<file path="src/design/rcs_pkg.sv">
/*
  shared constants for the reference clock switchover block: register offsets,
  field positions, reset values and detector counts.
  assumes byte offsets on an 8-bit address, 32-bit data.
*/
package rcs_pkg;

  localparam int ADDR_W = 8;
  localparam int DATA_W = 32;
  localparam int NUM_LOOPS = 4;

  // register offsets
  localparam logic [7:0] OFS_CTRL = 8'h00;
  localparam logic [7:0] OFS_CRYSTAL_LOAD_TRIM = 8'h04;
  localparam logic [7:0] OFS_LOOP0 = 8'h08;
  localparam logic [7:0] OFS_STATUS = 8'h18;
  localparam logic [7:0] OFS_LOADCAP = 8'h1C;
  localparam logic [7:0] OFS_MULT0 = 8'h20;
  localparam logic [7:0] OFS_STRIDE = 8'h04;

  // control fields
  localparam int CTRL_PRIM_BIT = 0;
  localparam int CTRL_MODE_LSB = 1;
  localparam int CTRL_MODE_MSB = 2;

  // crystal fields
  localparam int CRYSTAL_LOAD_TRIM_TRIM_LSB = 0;
  localparam int CRYSTAL_LOAD_TRIM_TRIM_MSB = 4;
  localparam int CRYSTAL_LOAD_TRIM_DRV_LSB = 8;
  localparam int CRYSTAL_LOAD_TRIM_DRV_MSB = 9;

  // loop fields
  localparam int LOOP_DIV_LSB = 0;
  localparam int LOOP_DIV_MSB = 6;
  localparam int LOOP_CNT_LSB = 8;
  localparam int LOOP_CNT_MSB = 19;
  localparam int LOOP_ADD_LSB = 24;
  localparam int LOOP_ADD_MSB = 27;

  // status fields
  localparam int ST_SECONDARY_BIT = 0;
  localparam int ST_LOST_BIT = 1;
  localparam int ST_PWRDN_LSB = 2;
  localparam int ST_ERR_LSB = 6;
  localparam int ST_AUTO_BIT = 10;

  // reset values
  localparam logic PRIM_RST = 1'b0;
  localparam logic [1:0] MODE_RST = 2'h0;
  localparam logic [4:0] TRIM_RST = 5'h00;
  localparam logic [1:0] DRV_RST = 2'h3;
  localparam logic [6:0] DIV_RST = 7'h01;
  localparam logic [11:0] CNT_RST = 12'h010;
  localparam logic [3:0] ADD_RST = 4'h0;

  // load capacitance in eighths of a pF: 3.5 pF base, 0.125 pF step
  localparam logic [5:0] LOAD_BASE_EIGHTHS = 6'h1C;

  // lowest legal pre-divider of the fourth loop
  localparam logic [6:0] LOOP3_DIV_MIN = 7'h03;

  // silent secondary cycles that declare the primary lost
  localparam logic [1:0] LOSS_CYCLES = 2'h2;

  typedef enum logic [1:0] {
    ST_FOLLOW = 2'b00,
    ST_PARK = 2'b01,
    ST_WAIT_NEW = 2'b10
  } rcs_mux_state_t;

endpackage

</file>
<file path="src/design/rcs_pin_sync.sv">
/*
  three-stage synchroniser with agreement filter for asynchronous pins.
  assumes inputs are unrelated to clk; output updates when stages two and
  three agree.
*/
`timescale 1ns/1ps
module rcs_pin_sync #(
  parameter int WIDTH = 3
) (
  input wire logic clk,
  input wire logic reset_n,
  input wire logic [WIDTH-1:0] pinIn,
  output logic [WIDTH-1:0] pinOut
);

  logic [WIDTH-1:0] stage1_q;
  logic [WIDTH-1:0] stage2_q;
  logic [WIDTH-1:0] stage3_q;
  logic [WIDTH-1:0] out_q;
  logic [WIDTH-1:0] out_d;

  genvar g;
  generate
    for (g = 0; g < WIDTH; g++)
    begin : gen_bit
      assign out_d[g] = (stage2_q[g] == stage3_q[g]) ? stage3_q[g] : out_q[g];
    end
  endgenerate

  always_ff @(posedge clk)
  begin
    if (!reset_n)
    begin
      stage1_q <= '0;
      stage2_q <= '0;
      stage3_q <= '0;
      out_q <= '0;
    end
    else
    begin
      stage1_q <= pinIn;
      stage2_q <= stage1_q;
      stage3_q <= stage2_q;
      out_q <= out_d;
    end
  end

  assign pinOut = out_q;

endmodule

</file>
<file path="src/design/rcs_ref_clock_switchover.sv">
/*
  reference clock selection: register port, manual and automatic revertive
  switchover with glitch-free hand-over, loss detection of the primary
  clock, loop divider checks and crystal trim settings.
  assumes both reference inputs are far slower than clk so their levels can
  be sampled; the selected reference leaves as a registered level.
*/
// Added by the designer: the address map and the strobed register port.
`timescale 1ns/1ps
module rcs_ref_clock_switchover #(
  parameter logic [6:0] DIV_RESET = rcs_pkg::DIV_RST,
  parameter logic [11:0] CNT_RESET = rcs_pkg::CNT_RST
) (
  input wire logic clk,
  input wire logic reset_n,
  input wire logic [7:0] regAddr,
  input wire logic [31:0] regWdata,
  input wire logic regWrite,
  input wire logic regRead,
  output logic [31:0] regRdata,
  input wire logic crystal_or_ref_input,
  input wire logic aux_clock_input,
  input wire logic input_select_pin,
  output logic refClkOut,
  output logic activeSecondary,
  output logic [3:0] loopPowerDown,
  output logic [4:0] crystal_load_trim,
  output logic [1:0] crystal_drive_strength
);

  // setting checks called for every loop; only loops 0 and 3 have a rule, loops 1 and 2 are never flagged
  function automatic logic loopBad(input int idx, input logic [6:0] dv,
                                   input logic [11:0] cnt, input logic [3:0] add);
    logic bad;
    bad = 1'b0;
    if (idx == 3 && dv < rcs_pkg::LOOP3_DIV_MIN)
      bad = 1'b1;
    if (idx == 0 && add != 4'h0 && {8'h00, add} > (cnt - 12'h001))
      bad = 1'b1;
    return bad;
  endfunction

  logic primarySel_q;
  logic [1:0] switchMode_q;
  logic [4:0] trim_q;
  logic [1:0] drive_q;
  logic [6:0] div_q [rcs_pkg::NUM_LOOPS];
  logic [11:0] cnt_q [rcs_pkg::NUM_LOOPS];
  logic [3:0] add_q;
  logic [13:0] mult_q [rcs_pkg::NUM_LOOPS];
  logic [3:0] pwrDn_q;
  logic [3:0] err_q;
  logic [5:0] loadCap_q;
  logic [31:0] rdata_q;

  logic [2:0] pinSync;
  logic refS;
  logic auxS;
  logic selS;
  logic priPrev_q;
  logic secPrev_q;
  logic [1:0] lossCnt_q;
  logic [1:0] lossCnt_d;
  logic primaryLost_q;
  logic primaryLost_d;

  rcs_pkg::rcs_mux_state_t state_q;
  rcs_pkg::rcs_mux_state_t state_d;
  logic curAux_q;
  logic curAux_d;
  logic out_q;
  logic out_d;

  rcs_pin_sync #(
    .WIDTH(3)
  ) u_pin_sync (
    .clk(clk),
    .reset_n(reset_n),
    .pinIn({input_select_pin, aux_clock_input, crystal_or_ref_input}),
    .pinOut(pinSync)
  );

  assign refS = pinSync[0];
  assign auxS = pinSync[1];
  assign selS = pinSync[2];

  // address decode
  wire wrCtrl = regWrite && regAddr == rcs_pkg::OFS_CTRL;
  wire wrXtal = regWrite && regAddr == rcs_pkg::OFS_CRYSTAL_LOAD_TRIM;
  wire autoMode = switchMode_q[1];

  // primary and secondary levels follow the primary-source bit
  wire priLevel = primarySel_q ? auxS : refS;
  wire secLevel = primarySel_q ? refS : auxS;
  wire priEdge = priLevel != priPrev_q;
  wire secRise = secLevel && !secPrev_q;

  // loss detector counts secondary rising edges since the last primary edge
  wire lossReached = secRise && (lossCnt_q == rcs_pkg::LOSS_CYCLES - 2'h1);

  always_comb
  begin
    lossCnt_d = lossCnt_q;
    primaryLost_d = primaryLost_q;
    if (!autoMode)
    begin
      lossCnt_d = 2'h0;
      primaryLost_d = 1'b0;
    end
    else if (priEdge)
    begin
      lossCnt_d = 2'h0;
      primaryLost_d = 1'b0;
    end
    else if (secRise && lossCnt_q != rcs_pkg::LOSS_CYCLES)
    begin
      lossCnt_d = lossCnt_q + 2'h1;
      if (lossReached)
        primaryLost_d = 1'b1;
    end
  end

  // wanted physical source: manual by pin, automatic by loss state
  wire wantSecondary = autoMode ? primaryLost_q : selS;
  wire targetAux = primarySel_q ^ wantSecondary;
  wire curLevel = curAux_q ? auxS : refS;
  wire newLevel = targetAux ? auxS : refS;

  // break before make: the old source is let go only while low, and the
  // new one is taken only from a low level, so no runt pulse leaves.
  // a dead new source holds the output low until it starts toggling.
  always_comb
  begin
    state_d = state_q;
    curAux_d = curAux_q;
    out_d = out_q;
    case (state_q)
      rcs_pkg::ST_FOLLOW:
      begin
        out_d = curLevel;
        if (targetAux != curAux_q)
          state_d = rcs_pkg::ST_PARK;
      end
      rcs_pkg::ST_PARK:
      begin
        out_d = out_q & curLevel;
        if (!curLevel)
        begin
          out_d = 1'b0;
          curAux_d = targetAux;
          state_d = rcs_pkg::ST_WAIT_NEW;
        end
      end
      rcs_pkg::ST_WAIT_NEW:
      begin
        out_d = 1'b0;
        if (!curLevel)
          state_d = rcs_pkg::ST_FOLLOW;
      end
      default:
      begin
        state_d = rcs_pkg::ST_FOLLOW;
        out_d = 1'b0;
      end
    endcase
  end

  // loop registers, multiplier and check logic per loop
  logic [13:0] multCalc [rcs_pkg::NUM_LOOPS];
  logic [3:0] errCalc;
  logic [3:0] pwrCalc;
  logic [31:0] loopWord [rcs_pkg::NUM_LOOPS];
  logic [31:0] multWord [rcs_pkg::NUM_LOOPS];
  logic [3:0] rdLoopHit;
  logic [3:0] rdMultHit;

  genvar i;
  generate
    for (i = 0; i < rcs_pkg::NUM_LOOPS; i++)
    begin : gen_loop
      localparam logic [7:0] LOOP_OFS = rcs_pkg::OFS_LOOP0 + 8'(i) * rcs_pkg::OFS_STRIDE;
      localparam logic [7:0] MULT_OFS = rcs_pkg::OFS_MULT0 + 8'(i) * rcs_pkg::OFS_STRIDE;
      wire wrLoop = regWrite && regAddr == LOOP_OFS;
      assign rdLoopHit[i] = regAddr == LOOP_OFS;
      assign rdMultHit[i] = regAddr == MULT_OFS;
      if (i == 0)
      begin : gen_frac
        // first loop doubles the count and folds in the fractional add
        assign multCalc[i] = (add_q != 4'h0) ?
          14'({1'b0, cnt_q[i], 1'b0} + {10'h000, add_q} + 14'h0001) :
          {1'b0, cnt_q[i], 1'b0};
        assign loopWord[i] = {4'h0, add_q, 4'h0, cnt_q[i], 1'b0, div_q[i]};
      end
      else
      begin : gen_int
        assign multCalc[i] = {2'h0, cnt_q[i]};
        assign loopWord[i] = {12'h000, cnt_q[i], 1'b0, div_q[i]};
      end
      assign errCalc[i] = loopBad(i, div_q[i], cnt_q[i], add_q);
      assign pwrCalc[i] = (i != 3) && (div_q[i] == 7'h00);
      assign multWord[i] = {18'h0_0000, mult_q[i]};

      always_ff @(posedge clk)
      begin
        if (!reset_n)
        begin
          div_q[i] <= DIV_RESET;
          cnt_q[i] <= CNT_RESET;
          mult_q[i] <= 14'h0000;
        end
        else
        begin
          if (wrLoop)
          begin
            div_q[i] <= regWdata[rcs_pkg::LOOP_DIV_MSB:rcs_pkg::LOOP_DIV_LSB];
            cnt_q[i] <= regWdata[rcs_pkg::LOOP_CNT_MSB:rcs_pkg::LOOP_CNT_LSB];
          end
          mult_q[i] <= multCalc[i];
        end
      end
    end
  endgenerate

  wire wrLoop0 = regWrite && regAddr == rcs_pkg::OFS_LOOP0;

  // read data assembly
  wire [31:0] ctrlWord = {29'h0000_0000, switchMode_q, primarySel_q};
  wire [31:0] xtalWord = {22'h00_0000, drive_q, 3'h0, trim_q};
  wire [31:0] statusWord = {21'h00_0000, autoMode, err_q, pwrDn_q, primaryLost_q,
                            activeSecondary};
  wire [31:0] loadWord = {26'h000_0000, loadCap_q};

  logic [31:0] readMux;
  always_comb
  begin
    readMux = 32'h0000_0000;
    case (regAddr)
      rcs_pkg::OFS_CTRL: readMux = ctrlWord;
      rcs_pkg::OFS_CRYSTAL_LOAD_TRIM: readMux = xtalWord;
      rcs_pkg::OFS_STATUS: readMux = statusWord;
      rcs_pkg::OFS_LOADCAP: readMux = loadWord;
      default:
      begin
        for (int k = 0; k < rcs_pkg::NUM_LOOPS; k++)
        begin
          if (rdLoopHit[k])
            readMux = loopWord[k];
          if (rdMultHit[k])
            readMux = multWord[k];
        end
      end
    endcase
  end

  always_ff @(posedge clk)
  begin
    if (!reset_n)
    begin
      primarySel_q <= rcs_pkg::PRIM_RST;
      switchMode_q <= rcs_pkg::MODE_RST;
      trim_q <= rcs_pkg::TRIM_RST;
      drive_q <= rcs_pkg::DRV_RST;
      add_q <= rcs_pkg::ADD_RST;
      loadCap_q <= rcs_pkg::LOAD_BASE_EIGHTHS;
      pwrDn_q <= 4'h0;
      err_q <= 4'h0;
      rdata_q <= 32'h0000_0000;
    end
    else
    begin
      if (wrCtrl)
      begin
        primarySel_q <= regWdata[rcs_pkg::CTRL_PRIM_BIT];
        switchMode_q <= regWdata[rcs_pkg::CTRL_MODE_MSB:rcs_pkg::CTRL_MODE_LSB];
      end
      if (wrXtal)
      begin
        trim_q <= regWdata[rcs_pkg::CRYSTAL_LOAD_TRIM_TRIM_MSB:rcs_pkg::CRYSTAL_LOAD_TRIM_TRIM_LSB];
        drive_q <= regWdata[rcs_pkg::CRYSTAL_LOAD_TRIM_DRV_MSB:rcs_pkg::CRYSTAL_LOAD_TRIM_DRV_LSB];
      end
      if (wrLoop0)
        add_q <= regWdata[rcs_pkg::LOOP_ADD_MSB:rcs_pkg::LOOP_ADD_LSB];
      loadCap_q <= rcs_pkg::LOAD_BASE_EIGHTHS + {1'b0, trim_q};
      pwrDn_q <= pwrCalc;
      err_q <= errCalc;
      rdata_q <= regRead ? readMux : 32'h0000_0000;
    end
  end

  // the switch acts on sampled levels, unrelated to either reference
  always_ff @(posedge clk)
  begin
    if (!reset_n)
    begin
      priPrev_q <= 1'b0;
      secPrev_q <= 1'b0;
      lossCnt_q <= 2'h0;
      primaryLost_q <= 1'b0;
      state_q <= rcs_pkg::ST_FOLLOW;
      curAux_q <= 1'b0;
      out_q <= 1'b0;
      activeSecondary <= 1'b0;
    end
    else
    begin
      priPrev_q <= priLevel;
      secPrev_q <= secLevel;
      lossCnt_q <= lossCnt_d;
      primaryLost_q <= primaryLost_d;
      state_q <= state_d;
      curAux_q <= curAux_d;
      out_q <= out_d;
      activeSecondary <= curAux_d != primarySel_q;
    end
  end

  assign regRdata = rdata_q;
  assign refClkOut = out_q;
  assign loopPowerDown = pwrDn_q;
  assign crystal_load_trim = trim_q;
  assign crystal_drive_strength = drive_q;
endmodule

</file>
<file path="config.mk">
export PLATFORM = sky130hd
export DESIGN_NAME = rcs_ref_clock_switchover
export DESIGN_NICKNAME = d
export VERILOG_FILES = /design/src/design/rcs_pkg.sv /design/src/design/rcs_pin_sync.sv /design/src/design/rcs_ref_clock_switchover.sv
export SDC_FILE = /design/constraint.sdc
export NUM_CORES = 1
export LEC_CHECK = 0
export CORE_MARGIN = 5
export CORE_UTILIZATION = 30
export DETAILED_ROUTE_END_ITERATION = 7
export DONT_BUFFER_PORTS = 1
export SLEW_MARGIN = 20
export SYNTH_ARGS = -nofsm -noshare
export SYNTH_HDL_FRONTEND = slang
export SYNTH_SLANG_ARGS = --single-unit
</file>
<file path="constraint.sdc">
create_clock -name clk -period 2.1 [get_ports clk]
set_input_delay 0.21 -clock clk [delete_from_list [all_inputs] [get_ports clk]]
set_output_delay 0.21 -clock clk [all_outputs]
set_load 0.03 [all_outputs]
</file>
Yosys cells after proc, flatten, opt, wreduce, memory -nomap -nowiden
Memory sizes are Yosys's and may differ from the RTL's.
Index checks and enable logic that the tools add are counted.
W data, S select, Z words.
- input bits: 47
- RAM bits: 132
- memories kept: 3
- register bits after elaboration: 82
- bitwise operators: 16
- reduce and logical (&&, ||, !) cells: 21
- add/subtract/negate cells: 5
- equality and inequality tests: 24
- multiplexer cells: 50
- order comparisons: 2
- memories (name ; words ; bits a word ; read ports ; clocked after memory_dff ; write ports ; RTL line ; text):
    mult_q ; 4 ; 14 ; 4 ; 0 ; 4 ; rcs_ref_clock_switchover.sv:50 ; logic [13:0] mult_q [rcs_pkg::NUM_LOOPS];
    cnt_q ; 4 ; 12 ; 4 ; 0 ; 4 ; rcs_ref_clock_switchover.sv:48 ; logic [11:0] cnt_q [rcs_pkg::NUM_LOOPS];
    div_q ; 4 ; 7 ; 4 ; 0 ; 4 ; rcs_ref_clock_switchover.sv:47 ; logic [6:0] div_q [rcs_pkg::NUM_LOOPS];
- operators with widths (kind ; number):
    $mux W32 ; 7
    $pmux W32 S4 ; 1
    $mux W14 ; 5
    $mux W12 ; 4
    $eq A8 B5 Y1 const B ; 4
    $eq A8 B6 Y1 const B ; 4
    $mux W28 ; 1
    $mux W7 ; 4
    $mux W1 ; 23
    $logic_not A7 Y1 ; 3
    $eq A8 B4 Y1 const B ; 2
    $add A13 B4 Y14 ; 1
    $add A14 B1 Y14 const B ; 1
    $gt A4 B12 Y1 ; 1
    $or A1 B1 Y1 ; 12
    $sub A12 B1 Y12 const B ; 1
    $logic_and A1 B1 Y1 ; 10
    $eq A8 B3 Y1 const B ; 1
    $logic_not A8 Y1 ; 1
    $ne A2 B2 Y1 const B ; 4
    $lt A7 B2 Y1 const B ; 1
    $add A5 B5 Y6 const A ; 1
    $mux W2 ; 3
    $pmux W2 S3 ; 1
    other kinds (15) ; 22

Logic depth before layout (Yosys ltp)
Gate-level depths: netlist of run 1.
- word-level depth: 10
- gate-level depth with buffers: 8

By module
Synthesis of run 1 repeated with hierarchy kept, for this count alone.
- cell total of the unflattened synthesis: 805
- area total of the unflattened synthesis: 8610.8 um^2
- modules (own cells, without submodules) (module ; cells each ; sequential area each (um^2) ; area an instance (um^2) ; instances):
    rcs_ref_clock_switchover ; 774 ; 4464.3 ; 8242.9 ; 1
    rcs_pin_sync ; 31 ; 240.2 ; 367.9 ; 1

Least setup slack after synthesis of run 1
No wires, ideal clock.
- path type: input to register
- from: input regAddr[5]
- to: memory cnt_q[3][0], enable pin
- data arrival time: 1.754 ns
- stages on the path: 6
- buffers on the path: 2
- required time: 1.724 ns
- setup time: 0.376 ns
- path slack: -0.030 ns
- cell sequence: or4b_4 > buf_6 > nor3_4 > buf_4 > nand2_1 > nand2_1
- RTL lines (item ; RTL line ; text):
    from (decl) ; rcs_ref_clock_switchover.sv:16 ; input wire logic [7:0] regAddr,
    to (decl) ; rcs_ref_clock_switchover.sv:48 ;

==> summary.txt, run 1 <==
Floorplanning
  – Core Rows: 61
  – Total die area: 0.0316 mm^2
  – Core Footprint: 0.0278 mm^2
  – Starting density of the core: 30.4%
  – Die H: 178 um
  – I/O Pins: 92
  – Chip Width: 178 um

Worst setup path
  – Slowest CP cell: edfxtp_1
  – Arrival time at the worst endpoint: 2360 ps
  – Worst endpoint required time: 2460 ps
  – Max stage delay on crit path: 390 ps
  – Crit. End Element: flip-flop
  – Reg-to-Reg Start: cnt_q[0][0]$_SDFFCE_PN0P_
  – CP Launch Type: flip-flop
  – Crit Path Category: reg -> reg
  – Crit-path cells: buf_4 -> or3_1 -> xor2_1 -> ha_1 -> a41oi_2 -> nand4b_1 -> a211oi_2
  – Crit-path max FO: 4
  – Critical Path Start: cnt_q[0][0]$_SDFFCE_PN0P_

Detailed routing
  – Residual DRC: 0
  – Post-route ant nets: 0
  – Drt initial violations: 637
  – Final wirelength: 24900 um
  – Vias: 6189
  – DR vias/cell: 4.98
  – Wirelength per Cell: 20.1 um
  – DRT Pass-1 Iters: 5

Layout
  – Area Growth Syn to Fin: 20.0%
  – Fin nets: 908
  – Post-Route Utilization: 36.5%
  – # fillers: 2778
  – Fraction of layout cells with a size suffix above 1: 11.8%

Job
  – Max Cap Viol: 0

Clock network
  – CTS Root Cell: clkbuf_16
  – CTS sink count: 197
  – TritonCTS clock tree: built
  – CTS Buf Count: 17
  – Worst-Skew Late Latency: 440 ps
  – Htree depth: 4
  – CTS Buffer Depth: 2
  – Reg clk slew, reported paths: 80 ps

STA
  – Final hold viol count: 0
  – Final min period: 2010 ps
  – Final setup fails: 0
  – Final period util: 95.5%
  – Post-Route Setup TNS: 0 ps
  – Worst hold slack: 58.9 ps
  – Fmax: 499 MHz
  – Final clock skew: 15.3 ps
  – Pins Over Slew Limit: 0
  – Setup ws final: 94.5 ps

Global route
  – Largest net degree at the start of global routing: 89
  – Overall Global Routing Usage: 15.8%
  – GR Overflow Total: 0
  – First-pass GRT wire length: 37300 um
  – Antenna violations before repair: 2
  – Vias in the first global route: 6088

Pwr
  – Switching part of the total: 24.2%
  – Combinational power share: 5.6%
  – Power Density: 775 mW/mm^2
  – Clk pwr share: 41.1%
  – Leak: 3.69 nW
  – Seq pwr share: 53.4%
  – Final Power: 7.86 mW
  – Int Power: 5.95 mW
  – Maximum vdd drop: 0.000643 V
  – Sw Pwr: 1.90 mW

Yosys
  – Number of enable flip-flop cells after synthesis: 76
  – Async SR Flop Fraction: 0%
  – Sequential fraction of the synthesis area: 55.7%
  – Syn. warnings: 0
  – Synthesized instance count: 790
  – Unique masters post-synth: 64
  – #FFs+latches synth: 197
  – Top FF cell, synth: dfxtp_1
  – Mapped cell area: 0.00845 mm^2
  – Syn Area/Cell: 10.7 um^2

Placed design
  – Final RePlAce weighted congestion: 0.897
  – PortBufs: 0
  – DPL Wire Length: 17800 um
  – Setup WS pre-CTS: 65.7 ps

Worst hold path
  – Type of the worst min-delay path: in -> reg
  – Hold Startpoint: regWrite

Run status
  – Status: finished clean
## cell families after synthesis
kind of cell             count (synthesis)  share of synthesized area (%)
AO/OA/AOI/OAI                          158                           12.7
other                                    1                         0.0444
adder cells (fa/ha/maj)                 12                           1.87
AND/OR/NAND/NOR                        320                           21.8
multiplexers                            21                           2.50
XOR/XNOR                                13                           1.35
buffers and inverters                   68                           4.03
flip-flops                             197                           55.7
## cell usage in the layout (no fill, tap or decap), types with 7 or more instances in the layout
cell / netlist / layout
nand2b_1: 18 / 18
nand2_1: 50 / 49
o221ai_1: 7 / 7
nor2_1: 38 / 38
buf_12: 0 / 7
edfxtp_1: 76 / 76
mux2i_1: 20 / 20
a21oi_1: 34 / 33
a22oi_1: 10 / 10
a211oi_1: 10 / 8
a21boi_0: 11 / 11
and2_1: 125 / 125
nand3_1: 19 / 19
dfxtp_1: 121 / 121
conb_1: 1 / 9
and3_1: 17 / 17
dlygate4sd3_1: 0 / 34
nor2b_1: 10 / 10
o21ai_0: 27 / 26
xor2_1: 8 / 8
ha_1: 11 / 11
o2bb2ai_1: 11 / 11
o22ai_1: 15 / 15
clkbuf_16: 0 / 17
buf_4: 12 / 46
inv_1: 11 / 11
nor4_1: 10 / 9
## registers in the layout, summed over array words and instances, names as in the netlist, 4 cells and up
| register | cells |
|---|---|
| mult_q | 50 |
| cnt_q | 48 |
| div_q | 28 |
| regRdata | 24 |
| loadCap_q | 6 |
| crystal_load_trim | 5 |
| add_q | 4 |
## timing repair
item	in CTS	in global routing
hold buffers	35	0
gates resized for setup	0	8
endpoints found under the setup margin	0	6
setup buffers	0	1
hold endpoints to repair	170	0
## cell type report
cell class                 instances  area, um^2  area share (%)
sequential                       197        4700            46.4
clock inverter                    14         146            1.44
multi-input combinational        533        3480            34.3
timing repair buffer              88         853            8.42
clock buffer                      18         429            4.23
tap                              378         473            4.67
inverter                          12        45.0           0.444
antenna                            2        5.00          0.0494
## synth_stat cells (11+ instances only)
master,instances,area share (%)
a21boi_0,11,0.98
a21oi_1,34,2.0
and2_1,125,9.3
and3_1,17,1.3
buf_4,12,1.1
clkbuf_1,32,1.4
dfxtp_1,121,29
edfxtp_1,76,27
ha_1,11,1.6
inv_1,11,0.49
mux2i_1,20,2.4
nand2_1,50,2.2
nand2b_1,18,1.3
nand3_1,19,1.1
nor2_1,38,1.7
o21ai_0,27,1.6
o22ai_1,15,1.1
o2bb2ai_1,11,1.1
## final timing paths
path | slack (ps) | endpoint | cells after the start
max | 90 | err_q[0]$_SDFF_PN0_ | 7
min reg2reg | 440 | u_pin_sync.stage2_q[0]$_SDFF_PN0_ | 1
max reg2reg | 90 | err_q[0]$_SDFF_PN0_ | 7
min | 60 | cnt_q[3][7]$_SDFFCE_PN0P_ | 2
## worst max-delay path: cells and delay by family, from the launching register on
family,cells,cell delay [ps]
simple gates,2,500
fa+ha+maj,1,330
compound gates,2,390
flops,1,390
buf+inv,1,170
xor+xnor,1,160
## per-layer routing
layer	vias up	GRT usage (%)	routed length [um]
li1	2931	-	-
met1	3003	20.5	10800
met2	215	25.0	11400
met3	40	4.62	1940
met4	0	5.74	709
met5	-	0	0
## stage by stage
stage	area (um^2)	cells
global route	10100	1240
floorplan	8480	798
finish	10100	1242
global placement	9150	1172
detailed placement	9150	1172
CTS	10100	1239
## power by group through the flow
stage | Clock (mW) | Combinational, mW | Sequential (mW)
floorplan | 0 | 0.269 | 4.23
global placement | 0 | 0.325 | 4.28
detailed placement | 0 | 0.328 | 4.28
CTS | 3.26 | 0.430 | 4.19
global route | 3.43 | 0.475 | 4.20
finish | 3.23 | 0.438 | 4.19
No activity file was read; power rests on OpenSTA's default activity.
==> inputs of run 2 (changes only) <==
--- a/config.mk
+++ b/config.mk
@@ -6,9 +6,10 @@
 export NUM_CORES = 1
 export LEC_CHECK = 0
 export CORE_MARGIN = 5
-export CORE_UTILIZATION = 30
+export CORE_UTILIZATION = 56
 export DETAILED_ROUTE_END_ITERATION = 7
 export DONT_BUFFER_PORTS = 1
+export PLACE_DENSITY = 0.74
 export SLEW_MARGIN = 20
 export SYNTH_ARGS = -nofsm -noshare
 export SYNTH_HDL_FRONTEND = slang
==> run 2 against run 1 <==
  * Clock-buffer cell count grew 1
  * Non-clock buffer count shrank 9
  * Cell count shrank 17%
  * Clock skew shrank 5.7 ps
  * Setup slack gained 21 ps
  * Die area shrank 44%
  * Wire length shrank 6.2%
  * Register-to-register slack gained 20 ps
  * Combinational power shrank 1%
==> summary.txt, run 2 (same netlist as run 1, synthesis figures left out) <==
STA
  – Worst hold slack: 62.5 ps (+3.60 ps)
  – Pins Over Slew Limit: 0 (unchanged)
  – Worst slew pin tran: 776 ps
  – Final clock skew: 9.55 ps (-5.73 ps)
  – Final hold viol count: 0 (unchanged)
  – Final period util: 94.5% (-0.98 points)
  – Final min period: 1980 ps (-20.6 ps)
  – RSZ-0062 raised after global routing: no
  – Post-Route Setup TNS: 0 ps (unchanged)
  – Fmax: 504 MHz (+1.0%)
  – Rel. slew slack: 47.9%
  – Final setup fails: 0 (unchanged)

Worst setup path
  – Crit-path cells: or3_1 -> xor2_1 -> ha_1 -> a41oi_2 -> nand4b_1 -> a211oi_1
  – CP Launch Type: flip-flop
  – Crit. End Element: flip-flop
  – Worst endpoint required time: 2450 ps (about the same)
  – Slowest CP cell: edfxtp_1
  – Max stage delay on crit path: 500 ps (+110 ps)
  – Crit-path max FO: 6 (+2)
  – Crit path buf inv count: 0 (-1)
  – Arrival time at the worst endpoint: 2340 ps (-20 ps)
  – Delay-heaviest family, CP: simple AND/OR/NAND/NOR gates
  – Crit Path Category: reg -> reg

Clock network
  – CTS Root Cell: clkbuf_16
  – Worst-Skew Late Latency: 430 ps (about the same)
  – Htree depth: 4 (unchanged)
  – CTS sink count: 197 (unchanged)
  – TritonCTS clock tree: built
  – CTS Buf Count: 17 (unchanged)
  – CTS Buffer Depth: 2 (unchanged)
  – Reg clk slew, reported paths: 70 ps (about the same)

Pwr
  – Power Density: 835 mW/mm^2 (+7.7%)
  – Maximum vdd drop: 0.000686 V (+6.6%)
  – Leak: 3.69 nW (-0.21%)

Layout
  – Finished Layout Cells: 1037 (-17%)
  – Largest regs: mult_q (50), cnt_q (48), div_q (28)
  – # fillers: 1111 (-60%)
  – Max FFs per register: 50 (unchanged)
  – Area Growth Syn to Fin: 17.1%
  – Fraction of layout cells with a size suffix above 1: 11.1% (-0.70 points)
  – ANT cells: 0 (-2)
  – Fin nets: 899 (-0.99%)
  – Reg with most FFs: mult_q
  – Most frequent cells in the layout: and2_1 (125), dfxtp_1 (121), edfxtp_1 (76), nand2_1 (49), buf_4 (39)
  – Commonest non-fill, non-tap cell in the layout: and2_1

Placed design
  – Dpl cells: 971 (-17%)
  – PortBufs: 0 (unchanged)
  – Final RePlAce weighted congestion: 1.02 (+14%)
  – DPL Wire Length: 16500 um (-7.5%)

Detailed routing
  – Vias: 6351 (+2.6%)
  – Residual DRC: 0 (unchanged)
  – DRT Pass-1 Iters: 6 (+1)
  – Wirelength per Cell: 22.5 um (+12%)
  – Post-route ant nets: 0 (unchanged)
  – Drt initial violations: 737 (+16%)
  – Final wirelength: 23400 um (-6.2%)
  – DR vias/cell: 6.12 (+23%)

Floorplanning
  – Chip Width: 133 um (-25%)
  – I/O Pins: 92 (unchanged)
  – Core Footprint: 0.0146 mm^2 (-47%)
  – Core Rows: 44 (-28%)
  – Starting density of the core: 57.7% (+27 points)
  – Total die area: 0.0176 mm^2 (-44%)
  – Die H: 133 um (-25%)

Job
  – Max Cap Viol: 0 (unchanged)

Global route
  – Antenna violations before repair: 0 (-2)
  – Overall Global Routing Usage: 27.0% (+11 points)
  – Vias in the first global route: 6336 (+4.1%)
  – Largest net degree at the start of global routing: 90 (+1.1%)
  – First-pass GRT wire length: 36600 um (-1.8%)
  – GR Overflow Total: 0 (unchanged)

Worst hold path
  – Type of the worst min-delay path: in -> reg

Run status
  – Status: finished clean
-- run 2: repair_timing --
action,4_1_cts,5_1_grt
resized for setup,0,7
setup endpoints to repair,0,9
hold buffers,34,0
buffers inserted,0,0
endpoints found under the hold margin,171,0
-- run 2: through the flow --
| stage | power [mW] | cell area, um^2 | util (%) | setup slack, ps |
|---|---|---|---|---|
| after floorplan | 4.50 | 8480 | - | 46.1 |
| after global placement | 4.58 | 8840 | 60.4 | 40.7 |
| after detailed placement | 4.59 | 8840 | 60.4 | 27.9 |
| after CTS | 8.29 | 9870 | 67.4 | 0.0384 |
| after global routing | 8.51 | 9890 | 67.5 | 1.01 |
| final | 8.26 | 9890 | 67.5 | 115 |
-- run 2: cell type report --
cell class	instances	area, um^2	area share (%)
sequential	197	4700	47.6
multi-input combinational	533	3470	35.1
timing repair buffer	79	771	7.79
clock buffer	19	453	4.58
tap	184	230	2.33
clock inverter	13	216	2.19
inverter	12	45.0	0.455
-- run 2: layer usage --
metal | part of all wire, % | wire [um] | track usage [%] | up-vias
met5 | 0 | 0 | 0 | -
met4 | 4.0 | 924 | 11.3 | 0
met3 | 9.0 | 2110 | 7.06 | 67
met2 | 48 | 11300 | 44.4 | 346
met1 | 39 | 9000 | 33.9 | 3024
li1 | - | - | - | 2914
-- run 2: report_power, final --
group / internal (mW) / leakage, nW / switching, mW / total, mW
registers: 4.10 / 1.72 / 0.0880 / 4.19
clock network: 2.20 / 0.317 / 1.45 / 3.64
logic: 0.181 / 1.65 / 0.251 / 0.433
-- run 2: final timing paths --
path | startpoint | endpoint | slack, ps | cells past startpoint
max | cnt_q[0][2]$_SDFFCE_PN0P_ | err_q[0]$_SDFF_PN0_ | 120 | 6
min | reset_n | mult_q[0][0]$_SDFF_PN0_ | 60 | 2
max reg2reg | cnt_q[0][2]$_SDFFCE_PN0P_ | err_q[0]$_SDFF_PN0_ | 120 | 6
min reg2reg | u_pin_sync.stage1_q[0]$_SDFF_PN0_ | u_pin_sync.stage2_q[0]$_SDFF_PN0_ | 440 | 1
